--- config.mk ---
export PLATFORM = sky130hd
export DESIGN_NAME = qbsp_top
export DESIGN_NICKNAME = d
export VERILOG_FILES = /design/src/verilog/qbsp_pkg.sv /design/src/verilog/qbsp_top.sv
export SDC_FILE = /design/constraint.sdc
export NUM_CORES = 2
export LEC_CHECK = 0
export ABC_AREA = 1
export ABC_CLOCK_PERIOD_IN_PS = 2200
export BUFFER_PORTS_ARGS = -buffer_cell sky130_fd_sc_hd__buf_4
export CAP_MARGIN = 5
export CORE_ASPECT_RATIO = 1.75
export CORE_MARGIN = 5
export CORE_UTILIZATION = 29
export DETAILED_ROUTE_END_ITERATION = 8
export GPL_ROUTABILITY_DRIVEN = 0
export PLACE_DENSITY = 0.46
export SYNTH_ARGS = -nofsm -noshare
export SYNTH_HDL_FRONTEND = slang
export SYNTH_SLANG_ARGS = --single-unit
--- constraint.sdc ---
create_clock -name clk -period 2.2 [get_ports clk]
set_clock_uncertainty 0.1 [all_clocks]
set_input_delay 0.66 -clock clk [delete_from_list [all_inputs] [get_ports clk]]
set_output_delay 0.66 -clock clk [all_outputs]
set_load 0.05 [all_outputs]
--- src/verilog/qbsp_pkg.sv ---
// Constants and carrier types for the four-word burst SRAM port.
// Assumes one system clock domain; all link pins are sampled by that clock.
package qbsp_pkg;

    // Data path geometry of the narrow variant.
    localparam int DW      = 18;
    localparam int BW      = 2;
    localparam int LANE    = 9;
    localparam int BURST   = 4;
    localparam int AW      = 4;
    localparam int DEPTH   = 16;
    localparam int WBUF_D  = 2;

    // Read latency counted in clock phases, one phase per rising edge of either input clock.
    localparam int          CNT_W      = 3;
    localparam logic [2:0]  LAT_PLL_PH = 3'h5;
    localparam logic [2:0]  LAT_BYP_PH = 3'h2;

    // Address slot order on the rising edges of the positive input clock.
    localparam logic        SLOT_RD    = 1'h0;
    localparam logic        SLOT_WR    = 1'h1;
    localparam logic [1:0]  LAST_WORD  = 2'h3;

    typedef logic [BURST-1:0][DW-1:0] qbsp_words_t;

    typedef struct packed {
        logic                 k;
        logic                 k_n;
        logic                 pll_bypass_select;
        logic                 rd_sel_n;
        logic                 wr_sel_n;
        logic [AW-1:0]        addr;
        logic [DW-1:0]        wdata;
        logic [BW-1:0]        byte_write_enable_n;
    } qbsp_pins_t;

    typedef struct packed {
        logic [AW-1:0]                addr;
        logic [BURST-1:0][BW-1:0]     be_n;
        qbsp_words_t                  data;
    } qbsp_wburst_t;

    localparam int WB_W = $bits(qbsp_wburst_t);

    typedef struct packed {
        logic                 vld;
        logic [CNT_W-1:0]     cnt;
        logic [AW-1:0]        addr;
    } qbsp_rpend_t;

endpackage

--- src/verilog/qbsp_top.sv ---
// Burst SRAM device core: pin sampling, address slots, write commit buffer, read pipeline.
// Assumes the controller's clocks run far slower than clk so every input clock edge is seen.
//
// Overview of operation
// RULE1: Read data leaves on its own output port and write data enters on its own input port, both at once.
// RULE2: Every latched address moves a burst of four 18-bit words in order.
// RULE3: Read and write addresses share the address pins on alternating positive clock rises.
// RULE4: One data word moves on each rise of either input clock, two per clock period per port.
// RULE5: Only rising edges of the positive and negative input clocks are ever used.
// RULE6: With the bypass control high the first read word appears 2.5 clock periods after the address.
// RULE7: With the bypass control low the first read word appears one clock period after the address.
// RULE8: A valid flag marks each phase in which the read port carries burst data.
// RULE9: A complementary echo clock pair follows the input clock phases alongside the read data.
// RULE10: Separate read and write selects enable or ignore each port independently.
// RULE11: Every synchronous input is captured in registers on an input clock rise.
// RULE12: Every read data output comes from a register updated on an input clock rise.
// RULE13: Array writes are committed internally by the device with no further controller action.
// RULE14: A read of an address with an uncommitted write returns the newest written data; with bypass low a write addressed one rise earlier is missed.
// RULE15: The read address and the write address are latched separately from the one address bus.
// RULE16: The controller selects a port only in that port's slot and holds write data for all four words.
`timescale 1ns/100ps
`default_nettype none

module qbsp_fifo
    import qbsp_pkg::*;
#(
    parameter int W = 8,
    parameter int D = 2
)(
    // Clock and reset
    input  wire logic                  clk,
    input  wire logic                  rstn,
    // Fill side
    input  wire logic                  in_valid,
    input  wire logic [W-1:0]          in_data,
    output logic                       in_ready,
    // Drain side
    output logic                       out_valid,
    output logic [W-1:0]               out_data,
    input  wire logic                  out_ready,
    // Contents, oldest first
    output logic [D-1:0][W-1:0]        peek_data,
    output logic [D-1:0]               peek_vld
);

    localparam int PW = (D > 1) ? $clog2(D) : 1;
    localparam int CW = $clog2(D + 1);

    typedef struct packed {
        logic [D-1:0][W-1:0]  mem;
        logic [PW-1:0]        rp;
        logic [PW-1:0]        wp;
        logic [CW-1:0]        cnt;
    } qbsp_fifo_st_t;

    qbsp_fifo_st_t q_ff;
    qbsp_fifo_st_t nxt_q;
    logic          push;
    logic          pop;

    assign in_ready  = (q_ff.cnt != CW'(D));
    assign out_valid = (q_ff.cnt != '0);
    assign out_data  = q_ff.mem[q_ff.rp];
    assign push      = in_valid & in_ready;
    assign pop       = out_valid & out_ready;

    always_comb
    begin
        nxt_q = q_ff;
        if (push)
        begin
            nxt_q.mem[q_ff.wp] = in_data;
            nxt_q.wp           = q_ff.wp + PW'(1);
        end
        if (pop)
        begin
            nxt_q.rp = q_ff.rp + PW'(1);
        end
        nxt_q.cnt = q_ff.cnt + CW'(push) - CW'(pop);
    end

    always_comb
    begin
        for (int i = 0; i < D; i++)
        begin
            peek_data[i] = q_ff.mem[q_ff.rp + PW'(i)];
            peek_vld[i]  = (CW'(i) < q_ff.cnt);
        end
    end

    always_ff @(posedge clk or negedge rstn)
    begin
        if (!rstn)
            q_ff <= '0;
        else
            q_ff <= nxt_q;
    end

endmodule // qbsp_fifo

module qbsp_top
    import qbsp_pkg::*;
(
    // System clock and reset
    input  wire logic                  clk,
    input  wire logic                  rstn,
    // Input clock pair from the controller
    input  wire logic                  k_clk,
    input  wire logic                  k_clk_n,
    // Latency mode strap
    input  wire logic                  pll_bypass_select,
    // Address and port selects
    input  wire logic                  rd_sel_n,
    input  wire logic                  wr_sel_n,
    input  wire logic [AW-1:0]         addr,
    // Write port
    input  wire logic [DW-1:0]         wdata,
    input  wire logic [BW-1:0]         byte_write_enable_n,
    output logic                       wr_buf_ready,
    // Read port
    output logic [DW-1:0]              rdata,
    output logic                       read_valid_flag,
    output logic                       echo_clock_out,
    output logic                       echo_clock_out_n
);

    typedef struct packed {
        qbsp_pins_t                       s1;
        qbsp_pins_t                       s2;
        logic                             k_d;
        logic                             kn_d;
        logic                             slot;
        logic                             wcol_act;
        logic                             wcol_full;
        logic [1:0]                       wcol_idx;
        qbsp_wburst_t                     wcol;
        qbsp_wburst_t                     whold;
        qbsp_rpend_t [1:0]                pend;
        logic                             pwr;
        logic                             prd;
        logic                             act_vld;
        logic [1:0]                       act_idx;
        qbsp_words_t                      act_data;
        logic [DW-1:0]                    rdata;
        logic                             rvalid;
        logic                             echo;
        logic [DEPTH-1:0][BURST*DW-1:0]   mem;
    } qbsp_state_t;

    qbsp_state_t                     q_ff;
    qbsp_state_t                     nxt_q;
    qbsp_pins_t                      pins;
    logic                            k_rise;
    logic                            kn_rise;
    logic                            phase;
    logic [CNT_W-1:0]                lat_ph;
    logic                            lookup;
    logic [AW-1:0]                   look_addr;
    qbsp_words_t                     merged;
    logic                            buf_out_valid;
    logic [WB_W-1:0]                 buf_out_raw;
    qbsp_wburst_t                    buf_out;
    logic [WBUF_D-1:0][WB_W-1:0]     buf_peek;
    logic [WBUF_D-1:0]               buf_peek_vld;
    qbsp_wburst_t [WBUF_D-1:0]       buf_peek_wb;

    // Overlay one burst onto a set of words, honouring the active-low byte enables.
    function automatic qbsp_words_t overlay(input qbsp_words_t base, input qbsp_wburst_t wb);
        qbsp_words_t res;
        res = base;
        for (int w = 0; w < BURST; w++)
        begin
            for (int l = 0; l < BW; l++)
            begin
                if (!wb.be_n[w][l])
                    res[w][l*LANE +: LANE] = wb.data[w][l*LANE +: LANE];
            end
        end
        return res;
    endfunction

    // The negative clock is stored inverted, so its reset value matches its idle high level
    // and no false rise is seen when reset lets go.
    assign pins = '{k: k_clk, k_n: ~k_clk_n, pll_bypass_select: pll_bypass_select,
                    rd_sel_n: rd_sel_n, wr_sel_n: wr_sel_n, addr: addr,
                    wdata: wdata, byte_write_enable_n: byte_write_enable_n};

    // Falling edges are deliberately never decoded.
    assign k_rise  = q_ff.s2.k & ~q_ff.k_d; // RULE5
    assign kn_rise = ~q_ff.s2.k_n & q_ff.kn_d; // RULE5
    assign phase   = k_rise | kn_rise; // RULE4
    assign lat_ph  = q_ff.s2.pll_bypass_select ? LAT_PLL_PH : LAT_BYP_PH; // RULE6 RULE7

    // Launch of a pending read is the only cycle in which the read port reads the array; the commit waits in that cycle.
    assign lookup    = phase & q_ff.pend[q_ff.prd].vld & (q_ff.pend[q_ff.prd].cnt == '0);
    assign look_addr = q_ff.pend[q_ff.prd].addr;
    assign buf_out   = qbsp_wburst_t'(buf_out_raw);
    // Typed view of the buffer contents for the coherency lookup.
    assign buf_peek_wb = buf_peek;

    // Newest data wins: array, then buffered bursts oldest first, then the held burst.
    always_comb
    begin
        merged = qbsp_words_t'(q_ff.mem[look_addr]);
        for (int e = 0; e < WBUF_D; e++)
        begin
            if (buf_peek_vld[e] && (buf_peek_wb[e].addr == look_addr))
                merged = overlay(merged, buf_peek_wb[e]); // RULE14
        end
        // A partly collected burst is not merged, as its later words are not yet known.
        if (q_ff.wcol_full && (q_ff.whold.addr == look_addr))
            merged = overlay(merged, q_ff.whold); // RULE14
    end

    // A held burst waits here while the commit buffer is full, so no write is lost.
    qbsp_fifo #(
        .W (WB_W),
        .D (WBUF_D)
    ) u_wbuf (
        .clk       (clk),
        .rstn      (rstn),
        .in_valid  (q_ff.wcol_full),
        .in_data   (q_ff.whold),
        .in_ready  (wr_buf_ready),
        .out_valid (buf_out_valid),
        .out_data  (buf_out_raw),
        .out_ready (~lookup),
        .peek_data (buf_peek),
        .peek_vld  (buf_peek_vld)
    );

    always_comb
    begin
        nxt_q = q_ff;

        // Two flip-flops on every pin before any logic looks at it.
        nxt_q.s1   = pins; // RULE11
        nxt_q.s2   = q_ff.s1;
        nxt_q.k_d  = q_ff.s2.k;
        nxt_q.kn_d = q_ff.s2.k_n;

        // Write burst collection, one word per phase after the write address.
        // The clear comes first so that a burst completing in the same cycle keeps its flag.
        if (q_ff.wcol_full && wr_buf_ready)
            nxt_q.wcol_full = 1'b0;
        if (phase && q_ff.wcol_act)
        begin
            nxt_q.wcol.data[q_ff.wcol_idx] = q_ff.s2.wdata; // RULE1 RULE11 RULE16
            nxt_q.wcol.be_n[q_ff.wcol_idx] = q_ff.s2.byte_write_enable_n; // RULE11
            nxt_q.wcol_idx                 = q_ff.wcol_idx + 2'h1; // RULE2
            if (q_ff.wcol_idx == LAST_WORD)
            begin
                nxt_q.wcol_act  = 1'b0;
                nxt_q.wcol_full = 1'b1;
                nxt_q.whold     = nxt_q.wcol; // RULE2
            end
        end

        // Self-timed commit of the oldest buffered burst into the array.
        if (buf_out_valid && !lookup)
            nxt_q.mem[buf_out.addr] = overlay(qbsp_words_t'(q_ff.mem[buf_out.addr]), buf_out); // RULE13

        // Pending read latency countdown in phases.
        if (phase)
        begin
            for (int i = 0; i < 2; i++)
            begin
                if (q_ff.pend[i].vld && (q_ff.pend[i].cnt != '0))
                    nxt_q.pend[i].cnt = q_ff.pend[i].cnt - 3'h1; // RULE6 RULE7
            end
        end

        // Read port launch; each word sits in a register for one phase.
        if (lookup)
        begin
            nxt_q.rdata             = merged[0]; // RULE12 RULE1
            nxt_q.rvalid            = 1'b1; // RULE8
            nxt_q.act_data          = merged;
            nxt_q.act_idx           = 2'h1;
            nxt_q.act_vld           = 1'b1;
            nxt_q.pend[q_ff.prd].vld = 1'b0;
            nxt_q.prd               = ~q_ff.prd;
        end
        else if (phase && q_ff.act_vld)
        begin
            nxt_q.rdata   = q_ff.act_data[q_ff.act_idx]; // RULE12 RULE2
            nxt_q.rvalid  = 1'b1; // RULE8
            nxt_q.act_idx = q_ff.act_idx + 2'h1;
            if (q_ff.act_idx == LAST_WORD)
                nxt_q.act_vld = 1'b0;
        end
        else if (phase)
        begin
            nxt_q.rvalid = 1'b0; // RULE8
        end

        // Echo clocks follow the input clock rises.
        if (k_rise)
            nxt_q.echo = 1'b1; // RULE9
        else if (kn_rise)
            nxt_q.echo = 1'b0; // RULE9

        // Address slots alternate on positive clock rises, read slot first after reset.
        if (k_rise)
        begin
            nxt_q.slot = ~q_ff.slot; // RULE3
            if ((q_ff.slot == SLOT_RD) && !q_ff.s2.rd_sel_n) // RULE10 RULE16
            begin
                nxt_q.pend[q_ff.pwr].vld  = 1'b1; // RULE15
                nxt_q.pend[q_ff.pwr].cnt  = lat_ph - 3'h1; // RULE6 RULE7
                nxt_q.pend[q_ff.pwr].addr = q_ff.s2.addr; // RULE15
                nxt_q.pwr                 = ~q_ff.pwr;
            end
            // A write address is refused while the previous burst is still held. The last
            // word of a running burst shares its clock rise with the next write address,
            // so a burst that finishes on this rise does not block the next one.
            if ((q_ff.slot == SLOT_WR) && !q_ff.s2.wr_sel_n && // RULE10 RULE16
                !q_ff.wcol_full && (!q_ff.wcol_act || (q_ff.wcol_idx == LAST_WORD)))
            begin
                nxt_q.wcol.addr = q_ff.s2.addr; // RULE15
                nxt_q.wcol_act  = 1'b1;
                nxt_q.wcol_idx  = 2'h0;
            end
        end
    end

    always_ff @(posedge clk or negedge rstn)
    begin
        if (!rstn)
            q_ff <= '0;
        else
            q_ff <= nxt_q;
    end

    assign rdata            = q_ff.rdata; // RULE12
    assign read_valid_flag  = q_ff.rvalid; // RULE8
    assign echo_clock_out   = q_ff.echo; // RULE9
    assign echo_clock_out_n = ~q_ff.echo; // RULE9

endmodule // qbsp_top

`default_nettype wire

======== After elaboration in Yosys (flattened, before gate mapping) ========
Index checks and enable logic that the tools add are counted.
operators by class
  bitwise operators ....................... 15
  reductions and logical operators ........ 36
  equality and inequality tests ........... 6
  mux-type cells .......................... 103
  $add $sub $neg .......................... 9
  order comparisons ....................... 16
operators with widths
  cell                count
  $bwmux 1152         1
  $bmux 72 s4         2
  $mux 72             6
  $mux 84             5
  $mux 9              40
  $demux 72 s4        1
  $bwmux 168          1
  $demux 84 s1        1
  $bwmux 72           1
  $bwmux 16           4
  $mux 18             3
  $bmux 18 s2         1
  $demux 18 s2        1
  $mux 17             2
  $demux 8 s1         4
  $mux 8              4
  $mux 3              7
  $mux 19             1
  $logic_and 1x1->1   18
  $mux 16             1
  $eq 4x4->1          3
  $mux 6              2
  $lt 1x2->1 const B  5
  $lt 4x5->1 const B  2
  27 further kinds    69
storage, ports and cells
  bits in registers ....................... 1670
  input bits .............................. 31
  output and inout bits ................... 22

======== Depth between registers and ports, before layout ========
  depth after elaboration ................. 11
  mapped depth ............................ 17

======== Modules after synthesis ========
A second synthesis with hierarchy kept.
unflattened totals
  cell total of the unflattened synthesis .. 12430
  area total of the unflattened synthesis .. 90843.4 µm²
modules (own cells, without submodules)
  module     seq. area each (µm²)  cells each  area each (µm²)  instances
  qbsp_top   36985.5               11110       81022.7          1
  qbsp_fifo  4304.1                1320        9820.7           1

======== Worst setup path before layout ========
Ideal clock, no wire load.
  kind .................................... flip-flop to flip-flop
  start point ............................. register q_ff[1247] (netlist name)
  end point ............................... register q_ff[1202] (netlist name)
  data required time ...................... 1984 ps
  period minus slack after synthesis ...... 2268 ps
  data arrival time ....................... 2052 ps
  library setup time ...................... 116 ps
  stages on the path, launching flop included .. 16
  buffers on the path ..................... 3
  slack ................................... -68 ps
  path through ............................ dfrtp_1 -> buf_4 -> nand2_1 -> nand2_2 -> inv_1 -> buf_2 -> o21ai_0 -> nor2_1 -> nand3_2 -> nor2_1 -> inv_2 -> buf_2 -> o21ai_0 -> inv_1 -> nand2_1 -> nand2_1
between the ends
  longest elaborated chain between the ends .. 10
  elaborated cells on any way between the ends .. 19
  classes of those cells .................. eq/ne (3); mux (10); bitwise (2); reduce/logical (4)
ends and longest elaborated chain
  what                                            line             text
  start: declaration                              qbsp_top.sv:150  qbsp_state_t q_ff;
  start signal: assignment                        qbsp_top.sv:332  q_ff <= nxt_q;
  $mux 8 (not written as such) (*) (2 in series)  qbsp_top.sv:196  assign look_addr = q_ff.pend[q_ff.prd].addr;
  $bmux 72 s4                                     qbsp_top.sv:204  merged = qbsp_words_t'(q_ff.mem[look_addr]);
  $mux 72 (not written as such)                   qbsp_top.sv:204
  $mux 9                                          qbsp_top.sv:175  if (!wb.be_n[w][l])
  $mux 72                                         qbsp_top.sv:207  if (buf_peek_vld[e] && (buf_peek_wb[e].addr == look_addr))
  $mux 9                                          qbsp_top.sv:175
  $mux 72                                         qbsp_top.sv:207
  $mux 9                                          qbsp_top.sv:175
  $mux 72                                         qbsp_top.sv:211  if (q_ff.wcol_full && (q_ff.whold.addr == look_addr))
Mark *: on every way between the ends. The rest lies on a longest branch, timed or not. The select of a mux whose other input is x is not followed.
A chain may end at the register's enable or synchronous reset.

======== Worst setup path after layout ========
  start point ............................. register q_ff[1247] (netlist name)
  end point ............................... register q_ff[1208] (netlist name)
The elaborated chain is that of the path after synthesis.

==> flow_metrics.py <==
metrics = {
    "clocking": {
        "clk_pin_slew_ns": 0.07,
        "insertion_delay_ns": 0.87,
        "cts.path.max_buffers": 4,
        "cts_htree_levels": 4,
        "numClockSinks": 1650,
        "cts_tree": "yes",
        "root_buffer": "clkbuf_16",
        "numCtsBuffers": 175,
    },
    "critical_path": {
        "worst_ep_arrival_time_ns": 3.53,
        "endpoint_kind": "flip-flop",
        "cp.required_ns": 2.83,
        "start_kind": "flip-flop",
        "reg2reg_depth": 11,
        "critical_path_class": "flip-flop to flip-flop",
        "crit_fanout": 43,
    },
    "layout": {
        "postLayoutCoreUtil_pct": 37.3,
        "nNetsFinal": 13100,
        "area_delta_synth_final_pct": 28.4,
        "drive_above_1_share_pct": 14.4,
        "nFillCells": 32400,
        "final_cell_mix": "5196 x nand2_1, 2042 x nand3_1, 1649 x dfrtp_1",
        "multi_input_area_mm2": 0.0421,
        "final_common_cell": "nand2_1",
        "regArea_mm2": 0.0413,
    },
    "global_route": {
        "grt_max_degree": 86,
        "antenna_found_initial": 12,
        "grt_pass1_vias": 90900,
        "gr-total-overflow": 0,
        "grt_pass1_wl_um": 655000,
        "gr-usage-all-layers_pct": 27.5,
    },
    "yosys": {
        "yosysSeqAreaShare_pct": 46.4,
        "ys_ff_latch": 1650,
        "synth_area_leaders": "dfrtp_1 46%, nand2_1 22%, nand3_1 12%",
        "avgSynthCellArea_um2": 7.14,
        "yosysTopAreaCell": "dfrtp_1",
        "netlist_instances": 12500,
        "syn_nets": 12500,
        "synth.cell_area_mm2": 0.0890,
        "yosysUniqueCellTypes": 39,
        "ys.warnings.count": 0,
        "yosys.area.top_type_share_pct": 46.4,
    },
    "power_and_ir_drop": {
        "leakagePower_nw": 56.5,
        "vdd_drop_max_v": 0.00112,
        "power_density_mw_per_mm2": 1640,
        "power.total_mw": 187,
    },
    "route": {
        "viasPerCell": 5.42,
        "wl_um": 462000,
        "drt_iter0_drc": 10500,
        "wire_per_inst_um": 26.8,
        "drc": 0,
        "antenna_left": 0,
        "first_pass_iters": 7,
        "route.vias.total": 93500,
    },
    "floorplan": {
        "coreArea_mm2": 0.306,
        "ios": 53,
        "die-area_mm2": 0.319,
        "dieHeight_um": 743,
        "rows": 269,
        "start_util_pct": 29.1,
        "die_width_um": 429,
    },
    "sta": {
        "setup_viol": 1316,
        "hold_violations": 0,
        "finalWorstSetupSlack_ns": -0.700,
        "slew_violations": 0,
        "worst-slew-pin-transition_ns": 0.850,
        "fin_crit_ns": 2.90,
        "fin_crit_sh_pct": 132,
        "slew_headroom_pct": 42.7,
        "max_freq_mhz": 345,
        "rsz0062_at_grt": "true",
        "finalSetupTns_ns": -626.74,
    },
    "place": {
        "dp_hpwl_um": 306000,
        "portBuffers": 52,
    },
    "status": {
        "status": "finished with violations",
        "violations": "negative setup slack",
    },
    "hold_path": {
        "holdCritPathClass": "input port to asynchronous set/reset pin",
    },
    "job": {
        "cap_viol_max_count": 0,
    },
}
-- cells by family (layout without fill, tap and decap cells) --
kind of cell | after synthesis | after routing | share of synthesized area [%]
buffers and inverters | 1602 | 2327 | 7.34
DFF | 1650 | 1650 | 46.4
xor gates and xnor gates | 7 | 7 | 0.0689
and+or+nand+nor | 7735 | 7735 | 36.4
adders and majority gates | 11 | 11 | 0.155
muxes | 9 | 9 | 0.101
other | 0 | 7 | 0
AOI/OAI and AO/OA | 1447 | 1447 | 9.51
-- Yosys cell counts (all sizes together) --
library cell	number
nand2	5259
nand3	2080
dfrtp	1650
o21ai	802
inv	628
clkbuf	545
a22oi	436
buf	425
nor2	255
a21oi	124
nand4	104
o22ai	76
nand3b	33
ha	11
mux2i	9
o211ai	5
xor2	5
clkinv	4
xnor2	2
a31oi	1
and2	1
and3	1
nor3	1
o21a	1
o21bai	1
o32ai	1
or2	1
-- registers in the layout, summed over array words and instances (netlist names) --
register / count
read_valid_flag: 1
q_ff: 1427
echo_clock_out: 1
rdata: 18
u_wbuf.q_ff: 172
nxt_q: 31
-- final timing paths --
| kind | startpoint | end | slack, ns |
|---|---|---|---|
| setup reg to reg | q_ff[1247] | q_ff[1208] | -0.70 |
| setup / recovery | q_ff[1247] | q_ff[1208] | -0.70 |
| hold reg to reg | nxt_q[1465] | q_ff[1465] | 0.24 |
| max in group asynchronous | rstn | q_ff[627] | 0.71 |
| hold / removal | rstn | q_ff[1263] | 0.24 |
| min in group clk | nxt_q[1465] | q_ff[1465] | 0.24 |
-- repair_timing --
item                                    in CTS  in global routing
gates resized for setup                    147                163
pin swaps                                   25                 24
endpoints found under the setup margin    1372               1399
cloned                                      13                 25
hold buffers                                30                  0
hold endpoints to repair                   205                  0
setup buffers                               45                 27
-- layer usage --
layer,GRT usage (%),wire length (um)
met5,0,55
met4,16.5,34000
met3,3.62,31100
met2,47.0,221000
met1,33.2,176000
-- through the flow --
step | std cells | area [um2] | hold WS (ns) | setup WS [ns]
4_1_cts | 17200 | 113000 | 0.219 | -0.595
3_3_place_gp | 16800 | 105000 | 0.232 | -0.797
5_1_grt | 17300 | 114000 | 0.232 | -0.708
3_5_place_dp | 16800 | 105000 | 0.235 | -0.817
2_1_floorplan | 12500 | 89100 | 0.231 | -0.0202
6_report | 17300 | 114000 | 0.236 | -0.700
-- cell type report --
type	instances	share of cell area (%)
timing repair buffer	1390	15.3
antenna	7	0.0153
sequential	1650	36.1
clock buffer	245	4.44
clock inverter	58	0.564
timing repair inverter	2	0.00985
inverter	632	2.22
multi-input combinational	9209	36.8
tap	4065	4.45
-- power by group --
part / switching (mW) / leakage, nW / total [mW] / internal, mW
Sequential: 5.70 / 22.4 / 42.8 / 37.1
Combinational: 73.3 / 31.3 / 113 / 39.9
Clock: 13.8 / 2.81 / 31.3 / 17.5
-- critical path, stage by stage, from the launching register on --
cell and delay [ns]:
dfrtp_1 0.41, buf_4 0.18, o21ai_4 0.23, buf_4 0.23, buf_12 0.31, nand3_1 0.44
nand3_1 0.23, nand3_1 0.09, nand2_1 0.09, nand2_1 0.05, nand2_1 0.06, nand2_1 0.05
Power figures use the tool's default switching activity.
